[src/rtl/adc_serial_pkg.sv]
// Package with constants and types for the serial protocol select block.
package adc_serial_pkg;

  // ***************************************************************
  // Frame sizes and protocol codes
  // ***************************************************************
  localparam int unsigned CMD_BITS       = 22;
  localparam int unsigned OUT_BITS       = 22;
  localparam int unsigned FIFO_DEPTH     = 32;
  localparam int unsigned CNT_BITS       = 6;
  localparam logic [1:0]  MODE_00        = 2'h0;
  localparam logic [1:0]  MODE_01        = 2'h1;
  localparam logic [1:0]  MODE_10        = 2'h2;
  localparam logic [1:0]  MODE_11        = 2'h3;
  localparam logic [1:0]  OUT_STANDARD   = 2'h0;
  localparam logic [1:0]  OUT_EARLY      = 2'h1;
  localparam logic [1:0]  OUT_SOURCE_CLK = 2'h3;
  localparam logic [1:0]  SYNC_ECHO      = 2'h0;
  localparam logic [1:0]  RESET_IN_MODE  = 2'h0;
  localparam logic [1:0]  RESET_OUT_SEL  = 2'h0;

  // Protocol selection applied to one frame.
  typedef struct packed {
    logic [1:0] inputClockMode;
    logic [1:0] outputProtocolSelect;
    logic [1:0] syncClockSourceSelect;
  } protocol_type;

  // Pin inputs after synchronisation.
  typedef struct packed {
    logic csN;
    logic sclk;
    logic sdi;
  } pins_type;

endpackage : adc_serial_pkg

[src/rtl/adc_serial_protocol_select.sv]
// Serial interface frame handling with result FIFO and protocol selection.
//
// Summary of operation
// - Zone-2 source-clock mode uses only echo clock; code still runs other sources and raises sourceClockFault.
// - Launch and capture on opposite SCLK edges.
// - Source-clock mode drives strobe clock with data.
// - Four input clock modes for command writes.
// - Write needs at least 22 capture edges.
// - Reset selects mode 00 for reads, writes.
// - Writes follow input clock mode always.
// - MSB launch edge depends on clock mode.
// - Early launch only in input modes 00, 10.
// - Early launch drives bits half period sooner.
// - Ready strobe low through legacy frames.
// - Long legacy frames daisy-chain shifted-in bits out.
// - Short frame leaves command register unchanged.
// - Long frame keeps last 22 bits.
// - Chip select high releases lane, hands command.

// *****************************************************************
// Timing overview
// *****************************************************************
// Every pin passes two flip-flops and one edge detector, so the logic
// acts on a pin change three clock cycles after it happens. The link
// clock must therefore stay well below a quarter of the system clock.
// The lane output adds one more flop, so a launched bit reaches the pin
// four cycles after the link edge that launched it. The host samples on
// the opposite edge, half a link period later, which leaves room for it.
//
// Chip select falling loads the next result from the FIFO into the
// output shift register. An empty FIFO loads zeros, so a host that reads
// too soon sees a zero word rather than a stale one.
//
// In modes 01 and 11 the first launch edge carries the MSB that already
// sits on the lane, so that edge does not shift. In modes 00 and 10 the
// MSB is on the lane from chip select fall and every launch edge shifts.
//
// Early launch shifts on the capture edge instead of the launch edge.
// The host samples the old bit at that edge, and the new one follows a
// few cycles later, half a link period sooner than in standard mode.
//
// A protocol selection is staged and applied only at chip select fall.
// This keeps capture and launch edges steady for the whole frame, at the
// cost that a write made during a frame only acts on the next frame.
//
// The capture counter saturates at the command width, so frames of any
// length are accepted and only the last command word is kept. A frame
// that ends short of the count hands nothing on, and the stored command
// word stays as it was.
//
// Daisy chaining feeds the bit captured from the serial input into the
// tail of the output word, so a frame longer than the word passes the
// host's own bits back out. Outside the legacy selections the tail fills
// with zeros instead.
//
// The ready strobe is high between frames. In the legacy selections it
// is low for the whole frame; in source-clock mode it follows the link
// clock three cycles late, one cycle ahead of the data on the lane.
//
// Zone two is told by a port, since the conversion timing lives outside
// this block. A zone-two frame in source-clock mode with a source other
// than the clock echo raises a level fault; the lane still runs.

// *****************************************************************
// Result FIFO
// *****************************************************************
// The FIFO keeps results that arrive before the host reads them. Its
// ready output is combinational from the pointers, and its data output
// is read straight from the register array.
module adc_result_fifo #(
  parameter int unsigned WIDTH = 22,
  parameter int unsigned DEPTH = 32
) (
  input  wire logic             ref_clk,
  input  wire logic             rst,
  input  wire logic             inValid,
  output      logic             inReady,
  input  wire logic [WIDTH-1:0] inData,
  output      logic             outValid,
  input  wire logic             outReady,
  output      logic [WIDTH-1:0] outData
);
  localparam int unsigned AW = $clog2(DEPTH);

  logic [WIDTH-1:0] store [DEPTH];
  logic [AW:0]      wrPtr;
  logic [AW:0]      rdPtr;
  wire              full  = (wrPtr[AW] != rdPtr[AW]) &&
                            (wrPtr[AW-1:0] == rdPtr[AW-1:0]);
  wire              empty = (wrPtr == rdPtr);
  wire              doWrite = inValid && !full;
  wire              doRead  = outReady && !empty;

  assign inReady  = !full;
  assign outValid = !empty;
  assign outData  = store[rdPtr[AW-1:0]];

  always_ff @(posedge ref_clk) begin
    if (doWrite) begin
      store[wrPtr[AW-1:0]] <= inData;
    end
  end

  always_ff @(posedge ref_clk or posedge rst) begin
    if (rst) begin
      wrPtr <= '0;
      rdPtr <= '0;
    end else begin
      if (doWrite) wrPtr <= wrPtr + 1'b1;
      if (doRead)  rdPtr <= rdPtr + 1'b1;
    end
  end
endmodule // adc_result_fifo

// *****************************************************************
// Frame and protocol logic
// *****************************************************************
module adc_serial_protocol_select
  import adc_serial_pkg::*;
#(
  parameter int unsigned WORD_BITS = OUT_BITS,
  parameter int unsigned DEPTH     = FIFO_DEPTH
) (
  input  wire logic                 ref_clk,
  input  wire logic                 rst,
  input  wire logic                 csN,
  input  wire logic                 sclk,
  input  wire logic                 sdi,
  output      logic                 serialOutLane0,
  output      logic                 serialOutLane0En,
  output      logic                 readyStrobe,
  input  wire logic                 resultValid,
  output      logic                 resultReady,
  input  wire logic [WORD_BITS-1:0] resultData,
  input  wire logic [1:0]           nextInputClockMode,
  input  wire logic [1:0]           nextOutputProtocolSelect,
  input  wire logic [1:0]           nextSyncClockSourceSelect,
  input  wire logic                 protocolWrite,
  input  wire logic                 zoneTwo,
  output      logic [1:0]           inputClockMode,
  output      logic [1:0]           outputProtocolSelect,
  output      logic                 sourceClockFault,
  output      logic [CMD_BITS-1:0]  commandShiftRegister,
  output      logic                 commandValid
);
  // Pin synchronisers: stage one is read only by stage two.
  pins_type pinMeta;
  pins_type pins;
  pins_type pinsPrev;

  always_ff @(posedge ref_clk or posedge rst) begin
    if (rst) begin
      pinMeta  <= '{csN: 1'b1, sclk: 1'b0, sdi: 1'b0};
      pins     <= '{csN: 1'b1, sclk: 1'b0, sdi: 1'b0};
      pinsPrev <= '{csN: 1'b1, sclk: 1'b0, sdi: 1'b0};
    end else begin
      pinMeta  <= '{csN: csN, sclk: sclk, sdi: sdi};
      pins     <= pinMeta;
      pinsPrev <= pins;
    end
  end

  wire csFall   = pinsPrev.csN && !pins.csN;
  wire csRise   = !pinsPrev.csN && pins.csN;
  wire inFrame  = !pins.csN;
  wire sclkRise = inFrame && !pinsPrev.sclk && pins.sclk;
  wire sclkFall = inFrame && pinsPrev.sclk && !pins.sclk;

  // Modes 00 and 11 capture on the rising edge, 01 and 10 on falling.
  function automatic logic capture_on_rise(input logic [1:0] mode);
    return (mode == MODE_00) || (mode == MODE_11);
  endfunction

  // Pending selection is staged and only applied at a frame start.
  protocol_type pending;
  protocol_type active;
  // A frame that starts in this cycle is already governed by the staged
  // choice, so its first decisions never use the previous frame's mode.
  protocol_type frameSel;

  assign frameSel = csFall ? pending : active;

  wire captureRising = capture_on_rise(frameSel.inputClockMode);
  wire captureEdge   = captureRising ? sclkRise : sclkFall;
  wire launchEdge    = captureRising ? sclkFall : sclkRise;
  // Early launch only counts in input modes 00 and 10.
  wire earlyOn = (frameSel.outputProtocolSelect == OUT_EARLY) &&
                 !frameSel.inputClockMode[0];
  wire legacyOut = (frameSel.outputProtocolSelect == OUT_STANDARD) ||
                   (frameSel.outputProtocolSelect == OUT_EARLY);
  wire sourceClk = (frameSel.outputProtocolSelect == OUT_SOURCE_CLK);
  // MSB sits on the lane at chip select fall in modes 00 and 10.
  wire msbAtCs   = !frameSel.inputClockMode[0];
  wire earlyEdge = captureEdge; // Early launch moves to the capture edge.
  wire shiftOut  = earlyOn ? earlyEdge : launchEdge;

  logic [WORD_BITS-1:0] outShift;
  logic [CMD_BITS-1:0]  cmdShift;
  logic [CNT_BITS-1:0]  edgeCount;
  logic                 firstLaunch;
  logic                 fifoValid;
  logic [WORD_BITS-1:0] fifoData;
  wire                  fifoTake = csFall && fifoValid;
  // Daisy bits come from the capture path, so the bit placed for a
  // capture edge is the one passed on, whichever edge launches it.
  wire                  daisyBit = earlyOn ? pins.sdi : cmdShift[0];
  wire                  fillBit  = legacyOut ? daisyBit : 1'b0;

  adc_result_fifo #(
    .WIDTH(WORD_BITS),
    .DEPTH(DEPTH)
  ) resultFifo (
    .ref_clk (ref_clk),
    .rst     (rst),
    .inValid (resultValid),
    .inReady (resultReady),
    .inData  (resultData),
    .outValid(fifoValid),
    .outReady(fifoTake),
    .outData (fifoData)
  );

  wire countFull = (edgeCount >= CNT_BITS'(CMD_BITS));

  always_ff @(posedge ref_clk or posedge rst) begin
    if (rst) begin
      pending <= '{RESET_IN_MODE, RESET_OUT_SEL, SYNC_ECHO};
      active  <= '{RESET_IN_MODE, RESET_OUT_SEL, SYNC_ECHO};
    end else begin
      if (protocolWrite) begin
        pending <= '{nextInputClockMode, nextOutputProtocolSelect,
                     nextSyncClockSourceSelect};
      end
      if (csFall) active <= pending;
    end
  end

  always_ff @(posedge ref_clk or posedge rst) begin
    if (rst) begin
      cmdShift  <= '0;
      edgeCount <= '0;
    end else if (csFall) begin
      edgeCount <= '0;
    end else if (captureEdge) begin
      cmdShift  <= {cmdShift[CMD_BITS-2:0], pins.sdi};
      if (!countFull) edgeCount <= edgeCount + 1'b1;
    end
  end

  // In the legacy selections, shifted-in bits enter the output word tail for daisy chaining; otherwise zeros enter.
  always_ff @(posedge ref_clk or posedge rst) begin
    if (rst) begin
      outShift    <= '0;
      firstLaunch <= 1'b0;
    end else if (csFall) begin
      outShift    <= fifoValid ? fifoData : '0;
      firstLaunch <= !msbAtCs && !earlyOn;
    end else if (shiftOut) begin
      if (firstLaunch) begin
        firstLaunch <= 1'b0;
      end else begin
        outShift <= {outShift[WORD_BITS-2:0], fillBit};
      end
    end
  end

  always_ff @(posedge ref_clk or posedge rst) begin
    if (rst) begin
      commandShiftRegister <= '0;
      commandValid         <= 1'b0;
    end else begin
      commandValid <= csRise && countFull;
      if (csRise && countFull) begin
        commandShiftRegister <= cmdShift;
      end
    end
  end

  // Lane and strobe outputs are registered.
  always_ff @(posedge ref_clk or posedge rst) begin
    if (rst) begin
      serialOutLane0   <= 1'b0;
      serialOutLane0En <= 1'b0;
      readyStrobe      <= 1'b1;
      sourceClockFault <= 1'b0;
    end else begin
      serialOutLane0   <= outShift[WORD_BITS-1];
      serialOutLane0En <= inFrame && !csRise;
      // Strobe echoes SCLK in source-clock mode, else low in frame.
      readyStrobe      <= inFrame ? (sourceClk && pins.sclk)
                                  : 1'b1;
      sourceClockFault <= zoneTwo && sourceClk &&
                          (frameSel.syncClockSourceSelect != SYNC_ECHO);
    end
  end

  assign inputClockMode       = active.inputClockMode;
  assign outputProtocolSelect = active.outputProtocolSelect;
endmodule // adc_serial_protocol_select

[config.mk]
export PLATFORM = sky130hd
export DESIGN_NAME = adc_serial_protocol_select
export DESIGN_NICKNAME = d
export VERILOG_FILES = /design/src/rtl/adc_serial_pkg.sv /design/src/rtl/adc_serial_protocol_select.sv
export SDC_FILE = /design/constraint.sdc
export NUM_CORES = 1
export LEC_CHECK = 0
export CORE_MARGIN = 3
export CORE_UTILIZATION = 33
export CTS_CLUSTER_SIZE = 28
export DETAILED_ROUTE_END_ITERATION = 6
export DONT_BUFFER_PORTS = 1
export SLEW_MARGIN = 20
export SYNTH_ARGS = -nofsm -noshare
export SYNTH_HDL_FRONTEND = slang
export SYNTH_HIERARCHICAL = 1
export SYNTH_SLANG_ARGS = --single-unit
[constraint.sdc]
create_clock -name ref_clk -period 4.1 [get_ports ref_clk]
set_clock_uncertainty 0.1 [all_clocks]
set_input_delay 0.82 -clock ref_clk [delete_from_list [all_inputs] [get_ports ref_clk]]
set_output_delay 0.82 -clock ref_clk [all_outputs]
set_load 0.005 [all_outputs]
==> metrics.md, run 1 <==
| Metric | Value |
|---|---|
| Outcome | `completed` |
| Max-cap violation count | `0` |
| Final setup violation count | `0` |
| Antenna cells | `0` |
| Gr usage total | `0.149` |
| Initial antenna violation count | `1` |
| Period Utilization, post-route | `0.830` |
| Post-synth EDFFs | `704` |
| Met1 global-route usage | `0.207` |
| Syn Area/Cell | `17.3 µm²` |
| Vias in the first global route | `~17000` |
| Peak supply drop | `between 0.5 and 0.6 mV` |
| Synth Instances | `around 1900` |
| Layout filler cell count | `just under 9000` |
| Share of cells above drive strength 1 | `0.159` |
| Worst-path clk slew | `around 0.06 ns` |
| Net switching power | `7810 µW` |
| Via count | `between 15000 and 20000` |
| Final Max Slew Viols | `0` |
| Synthesized flop and latch total | `between 800 and 900` |
| Initial DRT Pass Iterations | `5` |
| Largest net degree at the start of global routing | `129` |
| Tot Pwr | `roughly 25000 µW` |
| Slew margin rel. | `0.294` |
| Clock group share of total power | `0.323` |
| Clock sinks | `814` |
| Logic gate share of total power | `0.270` |
| TritonCTS clock tree | `yes` |
| Max clock buf depth | `3` |
| Setup TNS | `0 ns` |
| Vias per cell | `5.18` |
| DRC viols | `0` |
| Critical Path RT | `between 4 and 5 ns` |
| Initial core utilization | `0.335` |
| Clk Latency, worst-skew pair | `0.66 ns` |
| Final antenna-violating net count | `0` |
| Synth area leaders | `edfxtp_1 66%, mux2i_1 11%, dfrtp_1 8.3%` |
| Routed wire length per instance | `approximately 24 µm` |
| Sequential Power Share | `0.407` |
| Yosys top cell area share | `0.660` |
| Post-CTS Setup Bufs | `0` |
| Synth cell types | `a little under 50` |
| GRT met2 Usage | `0.234` |
| Site row count | `113` |
| Dpl ws | `0.719 ns` |
| Top Usage Layer GRT | `met2` |
| Total CTS buffers | `86` |
| CTS root buf | `clkbuf_16` |
| Final net count | `a little under 2000` |
| Endpoint class of the critical path | `flop` |
| Pwr Density | `approximately 670 nW/µm²` |
| YS warnings | `6` |
| Die ar. | `101000 µm²` |
| Hold Vio Cnt, Final | `0` |
| Worst hold slack | `slightly above 0.08 ns` |
| Post-synth top flop | `edfxtp_1` |
| Measured slew at the worst slew-check pin | `about 1.1 ns` |
| Sw frac | `0.316` |
| I/O pin count | `68` |
| Met3 usage | `0.0359` |
| Synthesized area | `~32000 µm²` |
| Critical Path AT | `approximately 3.8 ns` |
| Fmax | `between 0.2 and 0.3 GHz` |
| Final wirelength | `roughly 77 mm` |
| Core area | `approximately 96000 µm²` |
| Worst setup SP type | `flop` |
| Syn_nets | `between 1500 and 2000` |
| Ys async rst share | `0.135` |
| Fin util | `0.385` |
| P&R area growth vs syn | `14.8%` |
| IO Port Bufs | `0` |
| H-tree levels | `3` |
| GR Overflow Total | `0` |
| DIE HEIGHT | `318 µm` |
| Hold Path Class | `in -> reg` |
| Unrepaired setup endpoints after global routing | `false` |
| Worst-path fanout max | `36` |
| Leakage | `~0.013 µW` |
| Cell accounting for the most synthesized area | `edfxtp_1` |
| Post-synthesis sequential area ratio | `0.746` |
| CP Class | `reg -> reg` |
| Crit path time final | `around 3.4 ns` |
| Resized Gates After CTS | `0` |
| First-pass GRT wire length | `about 110 mm` |
| Gpl congestion | `~0.77` |
| P_int | `16900 µW` |
| Drt initial violations | `about 1500` |
| Die width | `318 µm` |
| Detailed Place HPWL | `roughly 44 mm` |
| Final worst setup slack | `around 0.7 ns` |
[critical path, stage by stage, from the launching register on]
cell	delay, ns
dfstp_2	0.62
nand2b_4	0.42
mux2_4	0.35
o21bai_4	0.18
xor2_1	0.39
mux2i_4	0.76
mux2_2	0.43
[flip-flops by register name, indices dropped and copies added (netlist names), 2 cells and up]
register              flops
resultFifo/store        704
cmdShift                 22
commandShiftRegister     22
outShift                 22
edgeCount                 6
pending                   6
resultFifo/rdPtr          6
resultFifo/wrPtr          6
pinMeta                   3
pins                      3
active                    2
inputClockMode            2
outputProtocolSelect      2
pinsPrev                  2
[per-layer routing]
layer,wire [µm],share of wire,vias to the layer above
met2,35400,0.46,509
met4,1940,0.025,0
met1,34200,0.45,8692
met3,5380,0.070,120
met5,0,0,-
li1,-,-,7341
[repair_timing]
item	in CTS	in global routing
endpoints found under the hold margin	12	0
hold buffers	1	0
setup endpoints to repair	0	0
[cell usage after synthesis, types with 4 or more instances]
cell / count
buf_6: 8
dfstp_2: 4
xnor2_1: 17
nand2_1: 48
inv_1: 6
dfrtp_1: 106
nand4_1: 24
buf_2: 34
a22o_1: 22
o21ai_0: 4
buf_4: 26
ha_1: 7
or3_1: 4
xor2_1: 5
nor2_1: 41
mux2i_1: 355
nand2b_1: 5
a22oi_1: 155
nor2b_1: 4
a21oi_1: 23
clkbuf_1: 45
nand3_1: 94
edfxtp_1: 704
mux2_2: 71
[cell families after synthesis]
group / synth area share
AO/OA/AOI/OAI: 0.0488
flip-flops: 0.746
adder cells (fa/ha/maj): 0.00273
XOR/XNOR: 0.00602
buffers and inverters: 0.0205
multiplexers: 0.138
AND/OR/NAND/NOR: 0.0380
[path summary, 6_finish.rpt]
| kind | startpoint | to | slack [ns] | depth (start not counted) |
|---|---|---|---|---|
| max reg2reg | pins[2] | outShift[14] | 0.70 | 6 |
| min | csN | pinMeta[2] | 0.08 | 0 |
| min in group asynchronous | rst | pinsPrev[1] | 0.12 | 1 |
| max | pins[2] | outShift[14] | 0.70 | 6 |
| max in group asynchronous | rst | pinMeta[2] | 2.82 | 2 |
| min reg2reg | pinMeta[0] | pins[0] | 0.26 | 0 |
[area by class of cell]
cell class,count,area (µm²),share of cell area
inverter,6,25.0,0.000680
sequential,814,23900,0.650
multi-input combinational,916,7760,0.211
timing repair buffer,59,558,0.0152
tap,1265,1580,0.0430
clock inverter,45,629,0.0171
clock buffer,111,2330,0.0633
[power groups by stage]
stage	combinational [µW]	clock, µW	sequential, µW
6_report	6690	7990	10100
5_1_grt	7120	8520	10100
4_1_cts	6700	8150	10100
3_5_place_dp	6690	0	10200
3_3_place_gp	6590	0	10200
2_1_floorplan	4550	0	10000
[layout by cell type, fill, tap and decap left out, drive strengths merged, types with 2 or more instances in the layout]
cell	Yosys	routed
or3	4	4
mux2	75	75
xor2	5	5
mux2i	356	356
dfrtp	106	106
inv	6	9
a21oi	23	23
nor2	41	41
nand4	24	24
nand2b	6	6
clkinv	0	27
or2	2	2
buf	69	58
nand3b	3	3
xnor2	17	17
clkinvlp	0	3
nor3b	4	4
o21ai	5	5
clkbuf	46	111
ha	7	7
dfstp	4	4
nand2	52	52
edfxtp	704	704
o31ai	3	3
and3	2	2
nand3	94	94
and2	4	4
bufinv	0	12
a22o	22	22
nor2b	4	4
a22oi	155	155
[stage by stage]
step / instance area, µm² / cells
final: 36800 / 3216
after global routing: 36800 / 3216
after floorplan: 32000 / 1851
after global placement: 33800 / 3059
after CTS: 36800 / 3216
after detailed placement: 33800 / 3059
(Power assumes the default switching activity.)
==> run 2: changes to the inputs <==
==> constraint.sdc (replaced) <==
create_clock -name ref_clk -period 2.9 [get_ports ref_clk]
set_clock_uncertainty 0.1 [all_clocks]
set_input_delay 0.58 -clock ref_clk [delete_from_list [all_inputs] [get_ports ref_clk]]
set_output_delay 0.58 -clock ref_clk [all_outputs]
set_load 0.005 [all_outputs]
==> metrics.md, run 2 (same netlist as run 1, synthesis figures left out) <==
| Metric | Value |
|---|---|
| Worst-path fanout max | `57 (+58%)` |
| Reg2Reg Depth | `7 (+1)` |
| Drt initial violations | `1641 (+6.7%)` |
| Largest register FFs | `704 (unchanged)` |
| Tot Pwr | `35100 µW (+42%)` |
| Logic gate share of total power | `0.298 (+0.028)` |
| TritonCTS clock tree | `yes` |
| Outcome | `completed` |
| Worst-path clk slew | `0.06 ns (about the same)` |
| Final setup violation count | `0 (unchanged)` |
| DIE HEIGHT | `318 µm (unchanged)` |
| Clock group share of total power | `0.299 (-0.024)` |
| Leakage | `0.0135 µW (+4.3%)` |
| Gr usage total | `0.155 (+0.00519)` |
| Endpoint class of the critical path | `flop` |
| GR Overflow Total | `0 (unchanged)` |
| Gpl congestion | `0.805 (+4.3%)` |
| Routed wire length per instance | `24.3 µm (+1.6%)` |
| Die width | `318 µm (unchanged)` |
| Clk Latency, worst-skew pair | `0.64 ns (-0.02 ns)` |
| Commonest non-fill, non-tap cell in the layout | `edfxtp_1` |
| Critical Path AT | `3.20 ns (-0.61 ns)` |
| Antenna cells | `0 (unchanged)` |
| Non-Filler Instances | `3305 (+2.8%)` |
| Unrepaired setup endpoints after global routing | `false` |
| Net switching power | `11200 µW (+43%)` |
| Hold Path Stages | `1 (+1)` |
| Final wirelength | `80.3 mm (+4.4%)` |
| Final antenna-violating net count | `0 (unchanged)` |
| Slew margin rel. | `0.290 (-0.00330)` |
| Max-cap violation count | `0 (unchanged)` |
| Period Utilization, post-route | `0.973 (+0.143)` |
| Final net count | `2017 (+4.7%)` |
| Pwr Density | `928 nW/µm² (+38%)` |
| Max clock buf depth | `3 (unchanged)` |
| Vias per cell | `5.21 (+0.62%)` |
| Die ar. | `101000 µm² (unchanged)` |
| Sequential Power Share | `0.403 (-0.004)` |
| Crit path time final | `2.82 ns (-0.580 ns)` |
| Commonest non-fill, non-tap cells in the layout | `704 x edfxtp_1, 355 x mux2i_1, 155 x a22oi_1` |
| CP Class | `reg -> reg` |
| H-tree levels | `3 (unchanged)` |
| Worst hold slack | `0.0410 ns (-0.0416 ns)` |
| P_int | `23900 µW (+41%)` |
| Detailed Place HPWL | `47.4 mm (+7.2%)` |
| Measured slew at the worst slew-check pin | `1.06 ns (+0.00145 ns)` |
| Total CTS buffers | `82 (-4.7%)` |
| Vias in the first global route | `17136 (+1.7%)` |
| Clock sinks | `814 (unchanged)` |
| Fmax | `0.354 GHz (+21%)` |
| Hold Vio Cnt, Final | `0 (unchanged)` |
| Initial antenna violation count | `2 (+1)` |
| P&R area growth vs syn | `18.0%` |
| Critical Path RT | `3.28 ns (-1.22 ns)` |
| Peak supply drop | `0.657 mV (+28%)` |
| Share of cells above drive strength 1 | `0.195 (+0.0357)` |
| Fin util | `0.396 (+0.0107)` |
| CTS root buf | `clkbuf_16` |
| Final Max Slew Viols | `0 (unchanged)` |
| First-pass GRT wire length | `117 mm (+2.9%)` |
| Largest net degree at the start of global routing | `78 (-40%)` |
| IO Port Bufs | `0 (unchanged)` |
| Initial DRT Pass Iterations | `5 (unchanged)` |
| Initial core utilization | `0.335 (unchanged)` |
| Hold Path Class | `in -> reg` |
| Placed insts | `3117 (+1.9%)` |
| DRC viols | `0 (unchanged)` |
| Core area | `95600 µm² (unchanged)` |
| I/O pin count | `68 (unchanged)` |
| Via count | `17229 (+3.4%)` |
| Site row count | `113 (unchanged)` |
| Sw frac | `0.318 (+0.00234)` |
| Worst setup SP type | `flop` |
| Setup TNS | `0 ns (unchanged)` |
-- run 2: path summary, 6_finish.rpt --
path / start / end / slack, ns
worst min register to register: pinMeta[1] / pins[1] / 0.26
worst max register to register: resultFifo/rdPtr[2] / outShift[20] / 0.08
min in group asynchronous: rst / resultFifo/rdPtr[1] / 0.48
worst max-delay path: resultFifo/rdPtr[2] / outShift[20] / 0.08
worst min-delay path: nextInputClockMode[1] / pending[5] / 0.04
max in group asynchronous: rst / outShift[20] / 1.32
-- run 2: timing repair --
action,in CTS,in global routing
hold buffers,27,0
pin swaps,2,2
endpoints found under the setup margin,2,1
gates resized for setup,5,2
hold endpoints to repair,752,0
buffers inserted,1,6
cloned,3,1
-- run 2: cell type report --
class,count,area [µm²]
Fill cell,8649,57800
Sequential cell,814,23900
Multi-Input combinational cell,916,7760
Clock buffer,105,2220
Timing Repair Buffer,154,1840
Tap cell,1265,1580
Clock inverter,45,477
Inverter,6,26.3
-- run 2: through the flow --
step | area [µm²] | setup slack, ns
2_1_floorplan | 32000 | 0.228
3_3_place_gp | 34600 | -0.0664
3_5_place_dp | 34600 | -0.0889
4_1_cts | 37800 | 0.0280
5_1_grt | 37800 | 0.0194
6_report | 37800 | 0.0774
-- run 2: power groups by stage --
stage	logic (µW)	clock network [µW]	registers [µW]
final	10400	10500	14100
after global routing	11100	11200	14200
after CTS	10300	10700	14100
after detailed placement	9840	0	14400
after global placement	9750	0	14300
after floorplan	6430	0	14200
-- run 2: worst max-delay path, cell delays in order, from the launching register on --
cell and delay (ns):
dfrtp_1 0.55, nor2b_4 0.28, buf_12 0.27, a22oi_1 0.13, nand3_1 0.19, nand4_1 0.39
a22o_1 0.35, mux2_2 0.26
-- run 2: layer usage --
| metal | part of all wire | wire, µm | vias up | global-route usage |
|---|---|---|---|---|
| li1 | - | - | 7532 | - |
| met1 | 0.44 | 35600 | 8969 | 0.216 |
| met2 | 0.47 | 37700 | 615 | 0.249 |
| met3 | 0.066 | 5330 | 111 | 0.0290 |
| met4 | 0.021 | 1700 | 2 | 0.0379 |
| met5 | 0.00014 | 11 | - | 0 |
==> run 3: changes to the inputs <==
--- a/config.mk
+++ b/config.mk
@@ -10,6 +10,7 @@
 export CTS_CLUSTER_SIZE = 28
 export DETAILED_ROUTE_END_ITERATION = 6
 export DONT_BUFFER_PORTS = 1
+export RECOVER_POWER = 50
 export SLEW_MARGIN = 20
 export SYNTH_ARGS = -nofsm -noshare
 export SYNTH_HDL_FRONTEND = slang
==> metrics.md, run 3 (same netlist as run 1, synthesis figures left out) <==
| Metric | Value |
|---|---|
| Clock sinks | `814 (unchanged)` |
| Pwr Density | `932 nW/µm² (+0.42%)` |
| Hold Vio Cnt, Final | `0 (unchanged)` |
| Gr usage total | `0.155 (unchanged)` |
| Failing checks | `capacitance limit, slew limit` |
| Unrepaired setup endpoints after global routing | `false` |
| Initial DRT Pass Iterations | `5 (unchanged)` |
| Reg2Reg Depth | `7 (unchanged)` |
| Routed wire length per instance | `24.3 µm (about the same)` |
| Critical Path AT | `3.22 ns (+0.02 ns)` |
| GR Overflow Total | `0 (unchanged)` |
| Gpl congestion | `0.805 (unchanged)` |
| Drt initial violations | `1670 (+1.8%)` |
| Final wirelength | `80.3 mm (about the same)` |
| Fmax | `0.352 GHz (-0.62%)` |
| Initial antenna violation count | `5 (+3)` |
| Final antenna-violating net count | `0 (unchanged)` |
| Layout filler cell count | `8675 (+0.30%)` |
| Largest register FFs | `704 (unchanged)` |
| H-tree levels | `3 (unchanged)` |
| Detailed Place HPWL | `47.4 mm (unchanged)` |
| Slew margin rel. | `-0.149 (-0.439)` |
| Crit path launch | `resultFifo/rdPtr[2]` |
| Commonest non-fill, non-tap cells in the layout | `704 x edfxtp_1, 355 x mux2i_1, 155 x a22oi_1` |
| Final worst setup slack | `0.0598 ns (-0.0176 ns)` |
| TritonCTS clock tree | `yes` |
| Worst hold slack | `0.0414 ns (+0.000471 ns)` |
| Area of the multi-input gates | `7760 µm² (unchanged)` |
| Total CTS buffers | `82 (unchanged)` |
| I/O pin count | `68 (unchanged)` |
| Commonest non-fill, non-tap cell in the layout | `edfxtp_1` |
| Crit path to | `outShift[20]` |
| CTS root buf | `clkbuf_16` |
| Crit path time final | `2.84 ns (+0.0176 ns)` |
| Worst-path fanout max | `57 (unchanged)` |
| Cell Area, Placed | `34600 µm² (unchanged)` |
| Measured slew at the worst slew-check pin | `1.71 ns (+0.653 ns)` |
| Site row count | `113 (unchanged)` |
| Period Utilization, post-route | `0.979 (+0.00607)` |
| Die ar. | `101000 µm² (unchanged)` |
| Die width | `318 µm (unchanged)` |
| Outcome | `finished with violations` |
| Max clock buf depth | `3 (unchanged)` |
| Via count | `17263 (+0.20%)` |
| First-pass GRT wire length | `117 mm (unchanged)` |
| Vias per cell | `5.22 (+0.17%)` |
| Fin util | `0.393 (-0.00216)` |
| DIE HEIGHT | `318 µm (unchanged)` |
| Share of cells above drive strength 1 | `0.183 (-0.0113)` |
| Core area | `95600 µm² (unchanged)` |
| Hold Path Class | `in -> reg` |
| R2r endpoint | `outShift[20]` |
| Max-cap violation count | `5 (+5)` |
| Worst setup SP type | `flop` |
| Largest net degree at the start of global routing | `78 (unchanged)` |
| Dpl ws | `-0.0889 ns (unchanged)` |
| Peak supply drop | `0.659 mV (+0.26%)` |
| Critical Path RT | `3.28 ns (about the same)` |
| Reg-to-Reg Start | `resultFifo/rdPtr[2]` |
| Vias in the first global route | `17136 (unchanged)` |
| Clk Latency, worst-skew pair | `0.64 ns (about the same)` |
| Final instance area | `37600 µm² (-0.55%)` |
| CP Class | `reg -> reg` |
| Final net count | `2017 (unchanged)` |
| Final setup violation count | `0 (unchanged)` |
| IO Port Bufs | `0 (unchanged)` |
| Reg2reg setup slack | `0.06 ns (-0.02 ns)` |
| Initial core utilization | `0.335 (unchanged)` |
| Leakage | `0.0134 µW (-0.92%)` |
| Worst-path clk slew | `0.06 ns (about the same)` |
| DRC viols | `0 (unchanged)` |
| Final Max Slew Viols | `170 (+170)` |
| P&R area growth vs syn | `17.4%` |
| Seq. cell area | `23900 µm² (unchanged)` |
| Endpoint class of the critical path | `flop` |
==> run 3: cell types whose count changed in the layout (fill, tap and decap cells not counted), sizes merged <==
| cell | previous run | this run |
|---|---|---|
| clkbuf | 106 | 129 |
| buf | 144 | 121 |
| diode | 0 | 1 |
==> run 3: stage by stage <==
step                      instances  setup TNS [ns]  power (µW)
final                          3306               0       35000
after global routing           3305               0       36400
after CTS                      3298               0       35200
after detailed placement       3117         -0.0889       24200
after global placement         3117         -0.0664       24100
after floorplan                1851               0       20600
==> run 3: worst min-delay path by stage <==
stage | startpoint | endpoint | slack [ns] | cells after the start
CTS | nextInputClockMode[1] | pending[5] | 0.003 | 1
floorplan | pinMeta[0] | pins[0] | 0.23 | 0
finish | nextInputClockMode[1] | pending[5] | 0.04 | 1
global placement | pinMeta[1] | pins[1] | 0.24 | 0
global route | nextOutputProtocolSelect[1] | pending[3] | 0.003 | 1
detailed placement | pinMeta[1] | pins[1] | 0.24 | 0
==> run 3: power breakdown <==
| part | switching [µW] | total, µW | internal (µW) |
|---|---|---|---|
| clock | 4420 | 10500 | 6080 |
| sequential | 438 | 14200 | 13700 |
| combinational | 6290 | 10400 | 4110 |
| total | 11100 | 35000 | 23900 |
==> run 3: metal layers <==
| metal | vias to the layer above | GRT usage | part of all wire |
|---|---|---|---|
| li1 | 7525 | - | - |
| met1 | 9016 | 0.216 | 0.44 |
| met2 | 604 | 0.249 | 0.47 |
| met3 | 112 | 0.0290 | 0.067 |
| met4 | 6 | 0.0379 | 0.021 |
| met5 | - | 0 | 0.00049 |
==> run 3: critical path, stage by stage, from the launching register on <==
cell	delay [ns]
dfrtp_1	0.56
nor2b_4	0.28
buf_12	0.28
a22oi_1	0.13
nand3_1	0.18
nand4_1	0.40
a22o_1	0.36
mux2_2	0.26
==> run 3: repair_timing <==
action                                  CTS  global route
pin swaps                                 2             2
endpoints found under the hold margin   752             0
endpoints found under the setup margin    2             1
setup buffers                             1             6
gates cloned                              3             1
hold buffers                             27             0
resized for setup                         5             2
==> run 3: final cells by class <==
class / count / share of cell area
diodes: 1 / 0.0000665
clock buffers: 105 / 0.0590
clock inverters: 45 / 0.0127
multi-input cells: 916 / 0.206
flip-flops and latches: 814 / 0.636
repair buffers: 154 / 0.0435
inverters: 6 / 0.000632
well taps: 1265 / 0.0421
